[src/rtl/bada_pkg.sv]
package bada_pkg;

  // operations of the arithmetic and logic group
  typedef enum logic [4:0] {
    OP_ADD, OP_ADD_WITH_CARRY, OP_SUBTRACT_WITH_BORROW, OP_INC, OP_DEC, OP_INC_DATA_POINTER_16, OP_MUL, OP_DIV, OP_DA,
    OP_ANL, OP_ORL, OP_XRL, OP_CLR, OP_CPL, OP_RL, OP_RLC, OP_RR, OP_RRC, OP_SWAP
  } bada_op_t;

  // where the second operand (or the inc/dec target) comes from
  typedef enum logic [2:0] {MD_ACC, MD_REG, MD_DIR, MD_IND, MD_IMM} bada_mode_t;

  // timing: oscillator clocks per machine cycle
  localparam logic [3:0] MC_CLKS      = 4'h c;
  // memory map
  localparam int         RAM_BYTES    = 192;
  localparam logic [7:0] RAM_TOP      = 8'h bf;
  localparam logic [7:0] BIT_RAM_BASE = 8'h 20;
  localparam logic [7:0] ADDR_P0      = 8'h 80;
  localparam logic [7:0] ADDR_DPL     = 8'h 82;
  localparam logic [7:0] ADDR_DPH     = 8'h 83;
  localparam logic [7:0] ADDR_TIMER_CONTROL    = 8'h 88;
  localparam logic [7:0] ADDR_P1      = 8'h 90;
  localparam logic [7:0] ADDR_P2      = 8'h a0;
  localparam logic [7:0] ADDR_IE      = 8'h a8;
  localparam logic [7:0] ADDR_P3      = 8'h b0;
  localparam logic [7:0] ADDR_IP      = 8'h b8;
  localparam logic [7:0] ADDR_STS     = 8'h c8;
  localparam logic [7:0] ADDR_PSW     = 8'h d0;
  localparam logic [7:0] ADDR_SERIAL_FRAME_COUNTS    = 8'h d8;
  localparam logic [7:0] ADDR_ACC     = 8'h e0;
  localparam logic [7:0] ADDR_B       = 8'h f0;
  // storage slots of the special function registers
  localparam int         NSFR         = 14;
  localparam logic [3:0] IDX_P0 = 4'h0, IDX_DPL = 4'h1, IDX_DPH = 4'h2, IDX_TIMER_CONTROL = 4'h3;
  localparam logic [3:0] IDX_P1 = 4'h4, IDX_P2 = 4'h5, IDX_IE = 4'h6, IDX_P3 = 4'h7;
  localparam logic [3:0] IDX_IP = 4'h8, IDX_STS = 4'h9, IDX_PSW = 4'ha, IDX_SERIAL_FRAME_COUNTS = 4'hb;
  localparam logic [3:0] IDX_ACC = 4'hc, IDX_B = 4'hd;
  // status word fields
  localparam int PSW_CY = 7, PSW_AC = 6, PSW_RS1 = 4, PSW_RS0 = 3, PSW_OV = 2;
  // values after reset
  localparam logic [7:0] PORT_RST = 8'h ff;
  localparam logic [7:0] SFR_RST  = 8'h 00;

  // special function register slot: {valid, index}
  function automatic logic [4:0] sfr_index(input logic [7:0] addr);
    case (addr)
      ADDR_P0:   sfr_index = {1'b1, IDX_P0};
      ADDR_DPL:  sfr_index = {1'b1, IDX_DPL};
      ADDR_DPH:  sfr_index = {1'b1, IDX_DPH};
      ADDR_TIMER_CONTROL: sfr_index = {1'b1, IDX_TIMER_CONTROL};
      ADDR_P1:   sfr_index = {1'b1, IDX_P1};
      ADDR_P2:   sfr_index = {1'b1, IDX_P2};
      ADDR_IE:   sfr_index = {1'b1, IDX_IE};
      ADDR_P3:   sfr_index = {1'b1, IDX_P3};
      ADDR_IP:   sfr_index = {1'b1, IDX_IP};
      ADDR_STS:  sfr_index = {1'b1, IDX_STS};
      ADDR_PSW:  sfr_index = {1'b1, IDX_PSW};
      ADDR_SERIAL_FRAME_COUNTS: sfr_index = {1'b1, IDX_SERIAL_FRAME_COUNTS};
      ADDR_ACC:  sfr_index = {1'b1, IDX_ACC};
      ADDR_B:    sfr_index = {1'b1, IDX_B};
      default:   sfr_index = 5'h00;
    endcase
  endfunction

endpackage

[src/rtl/bada_core.sv]
// How it works
// (RQ1) RAM and some special registers are reachable as bytes and as single bits
// (RQ2) bit addresses 00h-7Fh map to RAM bytes 20h-2Fh, eight bits each
// (RQ3) special registers at multiples of eight, 80h-F0h, own bit addresses byte+index
// (RQ4) add with carry from register: 1 byte 1 cycle; direct, immediate: 2 bytes 1 cycle
// (RQ5) add immediate without carry: 2 bytes, 1 cycle
// (RQ6) subtract register with borrow from carry: 1 byte, 1 cycle
// (RQ7) increment direct byte: 2 bytes, 1 cycle
// (RQ8) decrement indirect RAM through pointer register: 1 byte, 1 cycle
// (RQ9) increment 16-bit data pointer: 1 byte, 2 cycles
// (RQ10) decimal adjust accumulator: 1 byte, 1 cycle
// (RQ11) AND, OR, XOR immediate into direct byte: 3 bytes, 2 cycles
// (RQ12) AND accumulator into direct byte, result to that byte: 2 bytes, 1 cycle
// (RQ13) OR direct byte into accumulator: 2 bytes, 1 cycle
// (RQ14) XOR immediate into accumulator: 2 bytes, 1 cycle
// (RQ15) complement accumulator: 1 byte, 1 cycle
// (RQ16) rotate left through carry, nine-bit: 1 byte, 1 cycle
// (RQ17) rotate right, bit 0 into bit 7: 1 byte, 1 cycle
// (RQ18) swap accumulator nibbles: 1 byte, 1 cycle
// (RQ19) multiply and divide by aux register: 1 byte, 4 cycles, results in both
// (RQ20) upper area direct means special registers; upper RAM only indirectly
module bada_core (
  // clock and reset
  input  logic               clk_i,
  input  logic               rst_b_i,
  // instruction issue
  input  logic               start_i,
  input  bada_pkg::bada_op_t op_i,
  input  bada_pkg::bada_mode_t mode_i,
  input  logic               dst_mem_i,
  input  logic [2:0]         reg_sel_i,
  input  logic [7:0]         opnd1_i,
  input  logic [7:0]         opnd2_i,
  // bit-address port
  input  logic               bit_re_i,
  input  logic               bit_we_i,
  input  logic [7:0]         bit_addr_i,
  input  logic               bit_val_i,
  // status and results
  output logic               busy_o,
  output logic               done_o,
  output logic [1:0]         len_o,
  output logic [2:0]         cyc_o,
  output logic [7:0]         acc_o,
  output logic [7:0]         b_o,
  output logic [7:0]         psw_o,
  output logic [15:0]        data_pointer_16_o,
  output logic               bit_rd_o
);

  typedef enum logic {ST_IDLE, ST_RUN} bada_state_t;

  bada_state_t          st_q;
  bada_pkg::bada_op_t   op_q;
  bada_pkg::bada_mode_t mode_q;
  logic                 dmem_q;
  logic [2:0]           reg_q;
  logic [7:0]           o1_q;
  logic [7:0]           o2_q;
  logic [2:0]           cnt_q;
  logic [3:0]           div_q;
  logic                 mc_en_q;
  logic                 done_q;
  logic [1:0]           len_q;
  logic [2:0]           cyc_q;
  logic                 par_q;
  logic                 bit_rd_q;
  logic [2:0]           mcs_q;
  logic [7:0]           sfr_q [bada_pkg::NSFR];
  logic [7:0]           ram_q [bada_pkg::RAM_BYTES];

  logic [7:0]  rn_addr, ptr_addr, ptr, dir_val, mem_val, bit_byte, bit_byte_val;
  logic [4:0]  dir_sx, bit_sx, wr_sx;
  logic        ind_ok, ex_fire, start_ok, is_incdec, logic_mem, acc_we, mem_we;
  logic        wr_en, wr_sfr;
  logic [7:0]  wr_addr, wr_data, alu_a, alu_b, alu_res, alu_hi;
  logic        alu_hi_we, alu_cy, alu_cy_we, alu_ac, alu_ac_we, alu_ov, alu_ov_we;
  logic [1:0]  len_d;
  logic [2:0]  cyc_d;
  logic [15:0] data_pointer_16_inc;

  // instruction length in bytes and in machine cycles
  always_comb begin
    len_d = 2'd1;
    cyc_d = 3'd1;
    if (mode_i == bada_pkg::MD_DIR || mode_i == bada_pkg::MD_IMM) begin
      len_d = 2'd2; // RQ4 RQ5 RQ7 RQ12 RQ13 RQ14
    end
    if (dst_mem_i && mode_i == bada_pkg::MD_IMM) begin
      len_d = 2'd3; // RQ11
      cyc_d = 3'd2;
    end
    if (dst_mem_i && mode_i == bada_pkg::MD_ACC) begin
      len_d = 2'd2; // RQ12
    end
    case (op_i)
      bada_pkg::OP_INC_DATA_POINTER_16: begin
        len_d = 2'd1; // RQ9
        cyc_d = 3'd2;
      end
      bada_pkg::OP_MUL, bada_pkg::OP_DIV: begin
        len_d = 2'd1; // RQ19
        cyc_d = 3'd4;
      end
      bada_pkg::OP_DA, bada_pkg::OP_CLR, bada_pkg::OP_CPL, bada_pkg::OP_RL, bada_pkg::OP_RLC,
      bada_pkg::OP_RR, bada_pkg::OP_RRC, bada_pkg::OP_SWAP: begin
        len_d = 2'd1; // RQ10 RQ15 RQ16 RQ17 RQ18
        cyc_d = 3'd1;
      end
      default: begin
      end
    endcase
  end

  // machine-cycle enable from the oscillator clock
  always_ff @(posedge clk_i or negedge rst_b_i) begin
    if (!rst_b_i) begin
      div_q <= 4'h0;
      mc_en_q <= 1'b0;
    end else begin
      mc_en_q <= (div_q == bada_pkg::MC_CLKS - 4'h1);
      div_q <= (div_q == bada_pkg::MC_CLKS - 4'h1) ? 4'h0 : div_q + 4'h1;
    end
  end

  assign start_ok = start_i && (st_q == ST_IDLE);
  assign ex_fire = (st_q == ST_RUN) && mc_en_q && (cnt_q == 3'd0);

  // sequencer: latch, wait out the machine cycles, execute on the last
  always_ff @(posedge clk_i or negedge rst_b_i) begin
    if (!rst_b_i) begin
      st_q <= ST_IDLE;
      op_q <= bada_pkg::OP_ADD;
      mode_q <= bada_pkg::MD_ACC;
      dmem_q <= 1'b0;
      reg_q <= 3'd0;
      o1_q <= 8'h00;
      o2_q <= 8'h00;
      cnt_q <= 3'd0;
      done_q <= 1'b0;
      len_q <= 2'd0;
      cyc_q <= 3'd0;
    end else begin
      done_q <= ex_fire;
      case (st_q)
        ST_IDLE: begin
          if (start_i) begin
            st_q <= ST_RUN;
            op_q <= op_i;
            mode_q <= mode_i;
            {dmem_q, reg_q, o1_q, o2_q} <= {dst_mem_i, reg_sel_i, opnd1_i, opnd2_i};
            cnt_q <= cyc_d - 3'd1;
            len_q <= len_d;
            cyc_q <= cyc_d;
          end
        end
        ST_RUN: begin
          if (ex_fire) begin
            st_q <= ST_IDLE;
          end else if (mc_en_q) begin
            cnt_q <= cnt_q - 3'd1;
          end
        end
        default: st_q <= ST_IDLE;
      endcase
    end
  end

  // operand addressing: bank register, pointer, direct byte
  always_comb begin
    rn_addr = {3'b000, sfr_q[bada_pkg::IDX_PSW][bada_pkg::PSW_RS1:bada_pkg::PSW_RS0], reg_q};
    ptr_addr = {3'b000, sfr_q[bada_pkg::IDX_PSW][bada_pkg::PSW_RS1:bada_pkg::PSW_RS0], 2'b00, reg_q[0]};
    ptr = ram_q[ptr_addr];
    ind_ok = (ptr <= bada_pkg::RAM_TOP); // RQ20
    dir_sx = bada_pkg::sfr_index(o1_q);
    if (!o1_q[7]) begin
      dir_val = ram_q[o1_q]; // RQ20
    end else if (!dir_sx[4]) begin
      dir_val = 8'h00;
    end else if (dir_sx[3:0] == bada_pkg::IDX_PSW) begin
      dir_val = {sfr_q[bada_pkg::IDX_PSW][7:1], par_q};
    end else begin
      dir_val = sfr_q[dir_sx[3:0]];
    end
  end

  // source operand by addressing mode
  always_comb begin
    case (mode_q)
      bada_pkg::MD_REG: mem_val = ram_q[rn_addr];
      bada_pkg::MD_DIR: mem_val = dir_val;
      bada_pkg::MD_IND: mem_val = ind_ok ? ram_q[ptr] : 8'h00; // RQ8 RQ20
      bada_pkg::MD_IMM: mem_val = o1_q;
      default: mem_val = sfr_q[bada_pkg::IDX_ACC];
    endcase
  end

  // alu inputs and destination selection
  always_comb begin
    is_incdec = (op_q == bada_pkg::OP_INC) || (op_q == bada_pkg::OP_DEC);
    logic_mem = dmem_q && (op_q == bada_pkg::OP_ANL || op_q == bada_pkg::OP_ORL || op_q == bada_pkg::OP_XRL);
    alu_a = sfr_q[bada_pkg::IDX_ACC];
    alu_b = mem_val;
    if (logic_mem) begin
      alu_a = dir_val; // RQ11 RQ12
      alu_b = (mode_q == bada_pkg::MD_IMM) ? o2_q : sfr_q[bada_pkg::IDX_ACC];
    end else if (is_incdec) begin
      alu_a = mem_val; // RQ7 RQ8
    end else if (op_q == bada_pkg::OP_MUL || op_q == bada_pkg::OP_DIV) begin
      alu_b = sfr_q[bada_pkg::IDX_B]; // RQ19
    end
    mem_we = ex_fire && (logic_mem || (is_incdec && mode_q != bada_pkg::MD_ACC && mode_q != bada_pkg::MD_IMM));
    acc_we = ex_fire && !mem_we && op_q != bada_pkg::OP_INC_DATA_POINTER_16 && !(is_incdec && mode_q == bada_pkg::MD_IMM);
  end

  bada_alu u_alu (
    .op_i    (op_q),
    .a_i     (alu_a),
    .b_i     (alu_b),
    .cy_i    (sfr_q[bada_pkg::IDX_PSW][bada_pkg::PSW_CY]),
    .ac_i    (sfr_q[bada_pkg::IDX_PSW][bada_pkg::PSW_AC]),
    .res_o   (alu_res),
    .hi_o    (alu_hi),
    .hi_we_o (alu_hi_we),
    .cy_o    (alu_cy),
    .cy_we_o (alu_cy_we),
    .ac_o    (alu_ac),
    .ac_we_o (alu_ac_we),
    .ov_o    (alu_ov),
    .ov_we_o (alu_ov_we)
  );

  // bit address to byte address and current byte value
  always_comb begin
    bit_byte = bit_addr_i[7] ? {bit_addr_i[7:3], 3'b000} // RQ3
                             : bada_pkg::BIT_RAM_BASE + {4'h0, bit_addr_i[6:3]}; // RQ2
    bit_sx = bada_pkg::sfr_index(bit_byte);
    if (!bit_addr_i[7]) begin
      bit_byte_val = ram_q[bit_byte];
    end else if (!bit_sx[4]) begin
      bit_byte_val = 8'h00;
    end else if (bit_sx[3:0] == bada_pkg::IDX_PSW) begin
      bit_byte_val = {sfr_q[bada_pkg::IDX_PSW][7:1], par_q};
    end else begin
      bit_byte_val = sfr_q[bit_sx[3:0]];
    end
  end

  // shared write port: execution first, bit writes only while idle
  always_comb begin
    wr_en = 1'b0;
    wr_sfr = 1'b0;
    wr_addr = 8'h00;
    wr_data = alu_res;
    if (mem_we) begin
      wr_en = (mode_q != bada_pkg::MD_IND) || ind_ok;
      wr_sfr = (logic_mem || mode_q == bada_pkg::MD_DIR) && o1_q[7]; // RQ20
      case (mode_q)
        bada_pkg::MD_REG: wr_addr = logic_mem ? o1_q : rn_addr;
        bada_pkg::MD_IND: wr_addr = logic_mem ? o1_q : ptr;
        default: wr_addr = o1_q;
      endcase
    end else if (st_q == ST_IDLE && bit_we_i) begin
      wr_en = 1'b1; // RQ1
      wr_sfr = bit_addr_i[7];
      wr_addr = bit_byte;
      wr_data = bit_byte_val;
      wr_data[bit_addr_i[2:0]] = bit_val_i;
    end
    wr_sx = bada_pkg::sfr_index(wr_addr);
  end

  assign data_pointer_16_inc = {sfr_q[bada_pkg::IDX_DPH], sfr_q[bada_pkg::IDX_DPL]} + 16'h0001;

  // special function registers, accumulator, aux register, flags, pointer
  always_ff @(posedge clk_i or negedge rst_b_i) begin
    if (!rst_b_i) begin
      for (int i = 0; i < bada_pkg::NSFR; i++) begin
        sfr_q[i] <= (i == int'(bada_pkg::IDX_P0) || i == int'(bada_pkg::IDX_P1) || i == int'(bada_pkg::IDX_P2)
                     || i == int'(bada_pkg::IDX_P3)) ? bada_pkg::PORT_RST : bada_pkg::SFR_RST;
      end
    end else begin
      if (wr_en && wr_sfr && wr_sx[4]) begin
        sfr_q[wr_sx[3:0]] <= wr_data;
      end
      if (acc_we) begin
        sfr_q[bada_pkg::IDX_ACC] <= alu_res;
      end
      if (ex_fire && alu_hi_we) begin
        sfr_q[bada_pkg::IDX_B] <= alu_hi; // RQ19
      end
      if (ex_fire && alu_cy_we) begin
        sfr_q[bada_pkg::IDX_PSW][bada_pkg::PSW_CY] <= alu_cy; // RQ6 RQ16
      end
      if (ex_fire && alu_ac_we) begin
        sfr_q[bada_pkg::IDX_PSW][bada_pkg::PSW_AC] <= alu_ac;
      end
      if (ex_fire && alu_ov_we) begin
        sfr_q[bada_pkg::IDX_PSW][bada_pkg::PSW_OV] <= alu_ov;
      end
      if (ex_fire && op_q == bada_pkg::OP_INC_DATA_POINTER_16) begin
        {sfr_q[bada_pkg::IDX_DPH], sfr_q[bada_pkg::IDX_DPL]} <= data_pointer_16_inc; // RQ9
      end
    end
  end

  // internal RAM, no reset
  always_ff @(posedge clk_i) begin
    if (wr_en && !wr_sfr && wr_addr <= bada_pkg::RAM_TOP) begin
      ram_q[wr_addr] <= wr_data;
    end
  end

  // parity of the accumulator, bit read data, cycle count helper
  always_ff @(posedge clk_i or negedge rst_b_i) begin
    if (!rst_b_i) begin
      par_q <= 1'b0;
      bit_rd_q <= 1'b0;
      mcs_q <= 3'd0;
    end else begin
      par_q <= ^sfr_q[bada_pkg::IDX_ACC];
      if (bit_re_i) begin
        bit_rd_q <= bit_byte_val[bit_addr_i[2:0]]; // RQ1
      end
      if (start_ok) begin
        mcs_q <= 3'd0;
      end else if (st_q == ST_RUN && mc_en_q) begin
        mcs_q <= mcs_q + 3'd1;
      end
    end
  end

  // outputs, all from flip-flops
  assign busy_o = (st_q == ST_RUN);
  assign done_o = done_q;
  assign len_o = len_q;
  assign cyc_o = cyc_q;
  assign acc_o = sfr_q[bada_pkg::IDX_ACC];
  assign b_o = sfr_q[bada_pkg::IDX_B];
  assign psw_o = {sfr_q[bada_pkg::IDX_PSW][7:1], par_q};
  assign data_pointer_16_o = {sfr_q[bada_pkg::IDX_DPH], sfr_q[bada_pkg::IDX_DPL]};
  assign bit_rd_o = bit_rd_q;

  // checks
  property p_mc_period;
    @(posedge clk_i) disable iff (!rst_b_i)
    mc_en_q |=> (!mc_en_q)[*8] ##1 !mc_en_q ##1 !mc_en_q ##1 !mc_en_q ##1 mc_en_q;
  endproperty
  a_mc_period: assert property (p_mc_period) else $error("machine cycle not 12 clocks"); // RQ4

  property p_data_pointer_16_len;
    @(posedge clk_i) disable iff (!rst_b_i)
    start_ok && op_i == bada_pkg::OP_INC_DATA_POINTER_16 |=> len_o == 2'd1 && cyc_o == 3'd2;
  endproperty
  a_data_pointer_16_len: assert property (p_data_pointer_16_len) else $error("pointer increment length wrong"); // RQ9

  property p_data_pointer_16_inc;
    @(posedge clk_i) disable iff (!rst_b_i)
    done_q && op_q == bada_pkg::OP_INC_DATA_POINTER_16 |-> data_pointer_16_o == $past(data_pointer_16_o) + 16'h0001 && mcs_q == 3'd2;
  endproperty
  a_data_pointer_16_inc: assert property (p_data_pointer_16_inc) else $error("pointer increment wrong"); // RQ9

  property p_muldiv_cycles;
    @(posedge clk_i) disable iff (!rst_b_i)
    done_q && (op_q == bada_pkg::OP_MUL || op_q == bada_pkg::OP_DIV) |-> mcs_q == 3'd4;
  endproperty
  a_muldiv_cycles: assert property (p_muldiv_cycles) else $error("multiply or divide not 4 cycles"); // RQ19

  property p_logic_imm_mem;
    @(posedge clk_i) disable iff (!rst_b_i)
    done_q && dmem_q && mode_q == bada_pkg::MD_IMM && op_q == bada_pkg::OP_ANL |-> mcs_q == 3'd2 && len_o == 2'd3;
  endproperty
  a_logic_imm_mem: assert property (p_logic_imm_mem) else $error("logic into direct byte timing"); // RQ11

  property p_cpl;
    @(posedge clk_i) disable iff (!rst_b_i)
    done_q && op_q == bada_pkg::OP_CPL |-> acc_o == ~$past(acc_o) && mcs_q == 3'd1;
  endproperty
  a_cpl: assert property (p_cpl) else $error("complement wrong"); // RQ15

  property p_rlc;
    @(posedge clk_i) disable iff (!rst_b_i)
    done_q && op_q == bada_pkg::OP_RLC |-> {psw_o[7], acc_o} == {$past(acc_o), $past(psw_o[7])};
  endproperty
  a_rlc: assert property (p_rlc) else $error("rotate through carry wrong"); // RQ16

  property p_rr_swap;
    @(posedge clk_i) disable iff (!rst_b_i)
    done_q && (op_q == bada_pkg::OP_RR || op_q == bada_pkg::OP_SWAP) |->
      acc_o == ((op_q == bada_pkg::OP_RR) ? {$past(acc_o[0]), $past(acc_o[7:1])}
                                          : {$past(acc_o[3:0]), $past(acc_o[7:4])});
  endproperty
  a_rr_swap: assert property (p_rr_swap) else $error("rotate right or swap wrong"); // RQ17 RQ18

  property p_bit_acc;
    @(posedge clk_i) disable iff (!rst_b_i)
    bit_re_i && bit_addr_i[7:3] == 5'h1c |=> bit_rd_o == $past(acc_o[bit_addr_i[2:0]]);
  endproperty
  a_bit_acc: assert property (p_bit_acc) else $error("register bit read wrong"); // RQ3

  property p_busy;
    @(posedge clk_i) disable iff (!rst_b_i)
    start_ok |=> busy_o ##[1:48] done_o;
  endproperty
  a_busy: assert property (p_busy) else $error("instruction did not finish"); // RQ4

  c_mul: cover property (@(posedge clk_i) disable iff (!rst_b_i) done_q && op_q == bada_pkg::OP_MUL);
  c_bitw: cover property (@(posedge clk_i) disable iff (!rst_b_i) bit_we_i && st_q == ST_IDLE);
  c_logic: cover property (@(posedge clk_i) disable iff (!rst_b_i) done_q && dmem_q);

endmodule

[src/rtl/bada_alu.sv]
// one-cycle combinational arithmetic and logic unit
module bada_alu (
  // operation and operands
  input  bada_pkg::bada_op_t op_i,
  input  logic [7:0]         a_i,
  input  logic [7:0]         b_i,
  input  logic               cy_i,
  input  logic               ac_i,
  // results
  output logic [7:0]         res_o,
  output logic [7:0]         hi_o,
  output logic               hi_we_o,
  output logic               cy_o,
  output logic               cy_we_o,
  output logic               ac_o,
  output logic               ac_we_o,
  output logic               ov_o,
  output logic               ov_we_o
);

  logic [8:0]  sum;
  logic [4:0]  lo;
  logic [15:0] prod;
  logic [8:0]  t;
  logic        cin;

  // result and flag selection per operation
  always_comb begin
    cin = (op_i == bada_pkg::OP_ADD_WITH_CARRY) ? cy_i : 1'b0;
    sum = 9'h000;
    lo = 5'h00;
    prod = {8'h00, a_i} * {8'h00, b_i};
    t = {1'b0, a_i};
    res_o = a_i;
    hi_o = b_i;
    hi_we_o = 1'b0;
    cy_o = cy_i;
    cy_we_o = 1'b0;
    ac_o = ac_i;
    ac_we_o = 1'b0;
    ov_o = 1'b0;
    ov_we_o = 1'b0;
    case (op_i)
      bada_pkg::OP_ADD, bada_pkg::OP_ADD_WITH_CARRY: begin
        lo = {1'b0, a_i[3:0]} + {1'b0, b_i[3:0]} + {4'h0, cin}; // RQ4 RQ5
        sum = {1'b0, a_i} + {1'b0, b_i} + {8'h00, cin};
        res_o = sum[7:0];
        {cy_o, ac_o, ov_o} = {sum[8], lo[4], (a_i[7] == b_i[7]) && (sum[7] != a_i[7])};
        {cy_we_o, ac_we_o, ov_we_o} = 3'b111;
      end
      bada_pkg::OP_SUBTRACT_WITH_BORROW: begin
        lo = {1'b0, a_i[3:0]} - {1'b0, b_i[3:0]} - {4'h0, cy_i}; // RQ6
        sum = {1'b0, a_i} - {1'b0, b_i} - {8'h00, cy_i};
        res_o = sum[7:0];
        {cy_o, ac_o, ov_o} = {sum[8], lo[4], (a_i[7] != b_i[7]) && (sum[7] != a_i[7])};
        {cy_we_o, ac_we_o, ov_we_o} = 3'b111;
      end
      bada_pkg::OP_INC: res_o = a_i + 8'h01; // RQ7
      bada_pkg::OP_DEC: res_o = a_i - 8'h01; // RQ8
      bada_pkg::OP_MUL: begin
        {hi_o, res_o} = prod; // RQ19
        {hi_we_o, cy_o, ov_o} = {1'b1, 1'b0, |prod[15:8]};
        {cy_we_o, ov_we_o} = 2'b11;
      end
      bada_pkg::OP_DIV: begin
        // a zero divisor flags overflow and leaves both registers alone
        if (b_i != 8'h00) begin
          res_o = a_i / b_i; // RQ19
          hi_o = a_i % b_i;
          hi_we_o = 1'b1;
        end
        {cy_o, ov_o} = {1'b0, b_i == 8'h00};
        {cy_we_o, ov_we_o} = 2'b11;
      end
      bada_pkg::OP_DA: begin
        if (t[3:0] > 4'h9 || ac_i) t = t + 9'h006; // RQ10
        if (t[7:4] > 4'h9 || t[8] || cy_i) t = t + 9'h060;
        res_o = t[7:0];
        cy_o = cy_i | t[8];
        cy_we_o = 1'b1;
      end
      bada_pkg::OP_ANL: res_o = a_i & b_i; // RQ11 RQ12
      bada_pkg::OP_ORL: res_o = a_i | b_i; // RQ13
      bada_pkg::OP_XRL: res_o = a_i ^ b_i; // RQ14
      bada_pkg::OP_CLR: res_o = 8'h00;
      bada_pkg::OP_CPL: res_o = ~a_i; // RQ15
      bada_pkg::OP_RL: res_o = {a_i[6:0], a_i[7]};
      bada_pkg::OP_RLC: begin
        {cy_o, res_o} = {a_i, cy_i}; // RQ16
        cy_we_o = 1'b1;
      end
      bada_pkg::OP_RR: res_o = {a_i[0], a_i[7:1]}; // RQ17
      bada_pkg::OP_RRC: begin
        {res_o, cy_o} = {cy_i, a_i};
        cy_we_o = 1'b1;
      end
      bada_pkg::OP_SWAP: res_o = {a_i[3:0], a_i[7:4]}; // RQ18
      default: res_o = a_i;
    endcase
  end

endmodule

[config.mk]
export PLATFORM = sky130hd
export DESIGN_NAME = bada_core
export DESIGN_NICKNAME = d
export VERILOG_FILES = /design/src/rtl/bada_pkg.sv /design/src/rtl/bada_core.sv /design/src/rtl/bada_alu.sv
export SDC_FILE = /design/constraint.sdc
export NUM_CORES = 2
export LEC_CHECK = 0
export BUFFER_PORTS_ARGS = -buffer_cell sky130_fd_sc_hd__buf_2
export CORE_MARGIN = 2
export CORE_UTILIZATION = 40
export DETAILED_ROUTE_END_ITERATION = 16
export PLACE_DENSITY = 0.55
export SLEW_MARGIN = 30
export SYNTH_ARGS = -nofsm -noshare
export SYNTH_HDL_FRONTEND = slang
export SYNTH_HIERARCHICAL = 1
export SYNTH_SLANG_ARGS = --single-unit
[constraint.sdc]
create_clock -name clk_i -period 19.05 [get_ports clk_i]
set_input_delay 0.9525 -clock clk_i [delete_from_list [all_inputs] [get_ports clk_i]]
set_output_delay 0.9525 -clock clk_i [all_outputs]
set_load 0.01 [all_outputs]
-- After elaboration in Yosys (flattened, before gate mapping)
Memory sizes are Yosys's and may differ from the RTL's.
Cells that the tools add are included.
- bits in registers: 157
- RAM bits: 1536
- input bits: 42
- word-level logic and storage cells: 314
- memories: 1
- memories (name ; words ; width ; rd ports ; clocked after Yosys merged registers in ; write ports ; RTL line ; RTL):
    ram_q ; 192 ; 8 ; 5 ; 0 ; 1 ; bada_core.sv:70 ; logic [7:0] ram_q [bada_pkg::RAM_BYTES];
- add/subtract/negate cells: 17
- multipliers: 1
- div/mod/pow operators: 2
- order comparisons: 10
- eq/ne operators: 92
- mux-type cells: 83
- bitwise gates (word level): 9
- reduce and logical (&&, ||, !) cells: 67
- operators with widths (cell ; number):
    $eq A8 B8 Y1 const B ; 42
    $mux W8 ; 29
    $pmux W5 S14 ; 3
    $pmux W8 S17 ; 1
    $bwmux W112 ; 1
    $mux W104 ; 1
    $eq A5 B4 Y1 const B ; 13
    $bmux W8 S4 ; 2
    $mux W9 ; 4
    $eq A5 B3 Y1 const B ; 7
    $demux W8 S4 ; 1
    $pmux W8 S2 ; 2
    $pmux W8 S4 ; 1
    $eq A5 B5 Y1 const B ; 6
    $logic_and A1 B1 Y1 ; 27
    $reduce_or A8 Y1 ; 3
    $mux W1 ; 18
    $add A16 B1 Y16 const B ; 1
    $le A8 B8 Y1 const B ; 2
    $mul A8 B8 Y16 ; 1
    $mux W16 ; 1
    $ge A5 B5 Y1 const B ; 3
    $not A4 Y5 ; 3
    $eq A4 B4 Y1 const B ; 3
    67 further kinds ; 106

-- Logic depth before layout (Yosys ltp)
- word-level depth: 27
- depth in mapped cells: 74
- mapped depth without buffers: 62

-- Modules after synthesis
Netlist, hierarchy kept.
- modules (own cells, without submodules) (module ; times used ; cells each ; area each (µm²)):
    bada_core ; 1 ; 6331 ; 84622.4
    bada_alu ; 1 ; 907 ; 6770.2

-- Least setup slack after synthesis
No wires, ideal clock.
- kind: register -> register
- start point: reg reg_q[0]
- end point: mem ram_q[0][0], data pin
- arrival: 17.359 ns
- required time: 18.212 ns
- slack: 0.853 ns
- cell stages (with the launch flop): 61
- buffers on the path: 9
- period minus slack after synthesis: 18.197 ns
- cells stage by stage: dfrtp_1 buf_6 buf_6 mux2_1 mux4_2 buf_4 buf_4 buf_2 buf_2 mux2i_1 mux4_2 nand2_1 nand4_1 nor4_1 nor2_1 a21oi_1 inv_1 ha_1 (+25 left out) a21o_1 buf_2 mux2_2 ha_1 nor3_1 a211oi_1 o21ai_0 and2_1 mux2_2 fa_1 nor2b_1 o31a_1 o21ai_0 a211oi_1 nand4b_1 nand2_1 o21ai_0 clkbuf_1
- RTL lines (what ; RTL line ; RTL):
    start: declaration ; bada_core.sv:57 ; logic [2:0] reg_q;
    start signal: assignment ; bada_core.sv:151 ; {dmem_q, reg_q, o1_q, o2_q} <= {dst_mem_i, reg_sel_i, opnd1_i, opnd2_i};
    $mem_v2 Z192 W8 ; - ;
    $mem_v2 Z192 W8 / $le A8 B8 Y1 (equally long branches) ; - ;
    $mux W8 ; bada_core.sv:192 ; bada_pkg::MD_IND: mem_val = ind_ok ? ram_q[ptr] : 8'h00;
    $pmux W8 S4 * ; bada_core.sv:189 ; case (mode_q)
    $mux W8 ; bada_core.sv:209 ; end else if (op_q == bada_pkg::OP_MUL || op_q == bada_pkg::OP_DIV) begin
    $mux W8 * ; bada_core.sv:207 ; end else if (is_incdec) begin
    $mux W8 * ; bada_core.sv:204 ; if (logic_mem) begin
    via alu_b[0] ; bada_core.sv:76 ; logic [7:0] wr_addr, wr_data, alu_a, alu_b, alu_res, alu_hi;
    $div A8 B8 Y8, or another cell as far along ; bada_alu.sv:68 ; res_o = a_i / b_i;
    $mux W8, or another cell as far along ; bada_alu.sv:67 ; if (b_i != 8'h00) begin
    $pmux W8 S17 * ; bada_alu.sv:43 ; case (op_i)
    via alu_res[0] ; bada_core.sv:76 ;
    $mux W8 ; bada_core.sv:263 ; end else if (st_q == ST_IDLE && bit_we_i) begin
    $mux W8 * ; bada_core.sv:255 ; if (mem_we) begin
    via wr_data[0] ; bada_core.sv:76 ;
    end: declaration ; bada_core.sv:70 ;
Mark *: on every way through the listed nets, which the timed path passes. The rest lies on a longest branch. The select of a mux whose other input is x is not followed.

-- Worst setup path in the final report
- start point: reg reg_q[0]
- end point: mem ram_q[89][0], data pin
- RTL lines (what ; RTL line):
    $mem_v2 Z192 W8 ; -
    $mem_v2 Z192 W8 / $le A8 B8 Y1 (equally long branches) ; -
    $mux W8 ; bada_core.sv:192
    $pmux W8 S4 * ; bada_core.sv:189
    $mux W8 ; bada_core.sv:209
    $mux W8 * ; bada_core.sv:207
    $mux W8 * ; bada_core.sv:204
    via alu_b[7] ; bada_core.sv:76
    $div A8 B8 Y8 / $reduce_bool A8 Y1 (equally long branches) ; bada_alu.sv:68, bada_alu.sv:67
    $mux W8 * ; bada_alu.sv:67
    $pmux W8 S17 * ; bada_alu.sv:43
    via alu_res[0] ; bada_core.sv:76
    $mux W8 ; bada_core.sv:263
    $mux W8 * ; bada_core.sv:255
Marks and branches as above.

==> impl_metrics.yaml <==
status:
  status: "finished clean"
floorplan:
  io_pins: 90
  die_w_um: 482
  dieArea_um2: 232000
  die_h_um: 482
  start_util_pct: 40.2
  row_count: 175
  core_um2: 227000
sta:
  max-slew-margin-rel_pct: 20.5
  skew_ns: 0.0462
  tns_ns: 0
  hold_viol: 0
  finalSetupViolCount: 0
  layout_min_cycle_time_ns: 18.40
  rsz0062_at_grt: "false"
  slew_viol_final: 0
  fmax_mhz: 54.4
  finalCritPeriodShare_pct: 96.6
  worst_pin_slew_ns: 1.18
route:
  ant_nets: 0
  drt-total-wl_mm: 362
  dr.pass1.iters: 9
  vias: 68744
  viasPerCell: 6.60
  wl_per_cell_um: 34.7
  drtIter0Drc: 10791
  drcViolationCount: 0
critical_path:
  worst-path-stages: 60
  cpPeakStageDelay_ns: 1.01
  timing.rr.start: "reg_q[0]"
  crit_type: "reg -> reg"
  reg2regPathDepth: 60
  reg2reg_to: "ram_q[89][0]"
  path_buf_inv: 9
  rrSetupSlack_ns: 0.65
  cp_max_fo: 113
  critPathSlowestCell: "nor4_1"
  worstPathArrival_ns: 18.80
  crit_family: "simple AND/OR/NAND/NOR gates"
  crit_top_cell: "ha_1"
  cp-end-kind: "flop"
  cp-start-kind: "flop"
  required_ns: 19.45
clock_tree:
  tritoncts: "yes"
  htreeDepth: 4
  root_buffer: "clkbuf_16"
  clk_pin_slew_ns: 0.06
  cts_buffers: 182
  clkLatencyLatePin_ns: 0.88
  cts.sinks: 1693
  cts_buffer_depth: 3
hold_path:
  hold_start: "opnd2_i[4]"
  hold_path.class: "in -> reg"
  whs_path_depth: 3
  hold_end: "o2_q[4]"
logic_synthesis:
  syn_nets: 7439
  synth_cells: 7238
  synth.area.mux_share_pct: 18.0
  synthArstFlopShare_pct: 9.27
  synth_cell_types: 116
  synth_edf_count: 1536
  yosysSeqAreaShare_pct: 54.8
  synth_area_um2: 91400
  synth-adder-area-share_pct: 2.52
  synth_top_family_by_area: "multiplexers"
  avgSynthCellArea_um2: 12.6
  synth_flop_cell: "edfxtp_1"
  yosys_warnings: 6
  synth-xor-area-share_pct: 0.585
  synth_compound_area_share_pct: 8.82
  ys_ff_latch: 1693
  yosys.area_share.simple_pct: 12.0
place:
  place_congestion: 0.981
  hpwl_mm: 245
  port_buffers: 89
final_layout:
  drive_gt1_share_pct: 20.0
  layout_commonest_cell: "edfxtp_1"
  n_fill_cell: 20370
  layout.nets: 7449
  final_cell_mix: "edfxtp_1, nand2_1, mux4_2"
  syn_to_final_growth_pct: 11.8
global_route:
  antenna_found_initial: 19
  grt_pass1_vias: 64881
  grt_pass1_wl_mm: 504
  grt-ovfl-total: 0
  grtUsageTotal_pct: 30.5
  grt_max_degree: 198
run:
  maxCapViolCount: 0
[per-layer routing]
metal | GRT usage (%) | up-vias | wire length [µm]
met1 | 41.7 | 35195 | 142000
met3 | 8.70 | 874 | 44400
met5 | 0 | - | 137
met4 | 14.7 | 22 | 20400
met2 | 44.6 | 4690 | 155000
li1 | - | 27963 | -
[Yosys cell counts (49+ instances only)]
cell      instances  area share, %
a211oi_1         74           0.61
a21oi_1         227            1.2
a22oi_1          80           0.66
a31oi_1          84           0.57
and3_1           65           0.44
buf_1            82           0.34
buf_2           128           0.70
buf_4            53           0.44
clkbuf_1        270            1.1
dfrtp_1         125            3.4
edfxtp_1       1536             50
ha_1            117            1.6
inv_1           123           0.51
mux2_2          113            1.4
mux2i_1         435            4.8
mux4_2          480             12
nand2_1        1186            4.9
nand3_1         422            2.3
nor2_1          432            1.8
nor2b_1          49           0.34
nor3_1           77           0.42
o21ai_0         182            1.0
o22ai_1          58           0.40
[per-stage QoR]
stage,instance area (µm²),instances,setup WS (ns),utilization (%),hold slack (ns)
after global routing,102000,10411,0.171,44.9,0.264
after detailed placement,96000,10064,1.07,42.2,0.450
after CTS,102000,10402,0.973,44.8,0.181
after global placement,95700,10063,1.05,42.1,0.448
final,102000,10421,0.651,44.9,0.285
after floorplan,91400,7238,0.853,-,0.432
[flip-flops by register name, summed over array words and instances (netlist names), 4 cells and up]
signal and count:
data_pointer_16_o 16, o2_q 8, acc_o 8, b_o 8, sfr_q 73, op_q 5, ram_q 1536, div_q 4
o1_q 8, psw_o 7
[cells by family (layout without fill, tap and decap cells)]
logic type,count (synthesis),count (layout)
AND/OR/NAND/NOR,2471,2471
flip-flops,1693,1693
AO/OA/AOI/OAI,1152,1152
multiplexers,1029,1029
buffers and inverters,673,837
adder cells (fa/ha/maj),159,159
XOR/XNOR,61,61
other,0,10
[tightest hold or removal path, delay by kind of cell]
family | cells | cell delay (ns)
and+or+nand+nor | 2 | 0.09
buffers and inverters | 1 | 0.08
[how the worst max path moves through the flow]
stage                         from                   end  slack [ns]
final                     reg_q[0]          ram_q[89][0]        0.65
after global routing      reg_q[0]  data_pointer_16_o[8]        0.17
after CTS                 reg_q[0]  data_pointer_16_o[8]        0.97
after detailed placement  reg_q[0]  data_pointer_16_o[8]        1.07
after global placement    reg_q[0]  data_pointer_16_o[8]        1.05
after floorplan           reg_q[0]           ram_q[0][0]        0.85
[final cells by class]
cell class	count	area (µm²)	area share, %
diodes	10	25.0	0.0245
clock buffers	230	4840	4.74
clock inverters	108	1040	1.02
inverters	128	480	0.470
multi-input cells	4872	38800	38.0
flip-flops and latches	1693	50100	49.1
well taps	3009	3760	3.69
repair buffers	371	3030	2.96
[timing repair]
| action | 4_1_cts | 5_1_grt |
|---|---|---|
| setup endpoints to repair | 0 | 206 |
| buffers inserted | 0 | 1 |
| hold endpoints to repair | 0 | 38 |
| gates resized for setup | 0 | 1 |
| hold buffers | 0 | 1 |
Power is left out: the tool's default activity adds up to more than one toggle a clock period on the data nets, which glitch-free logic cannot reach.
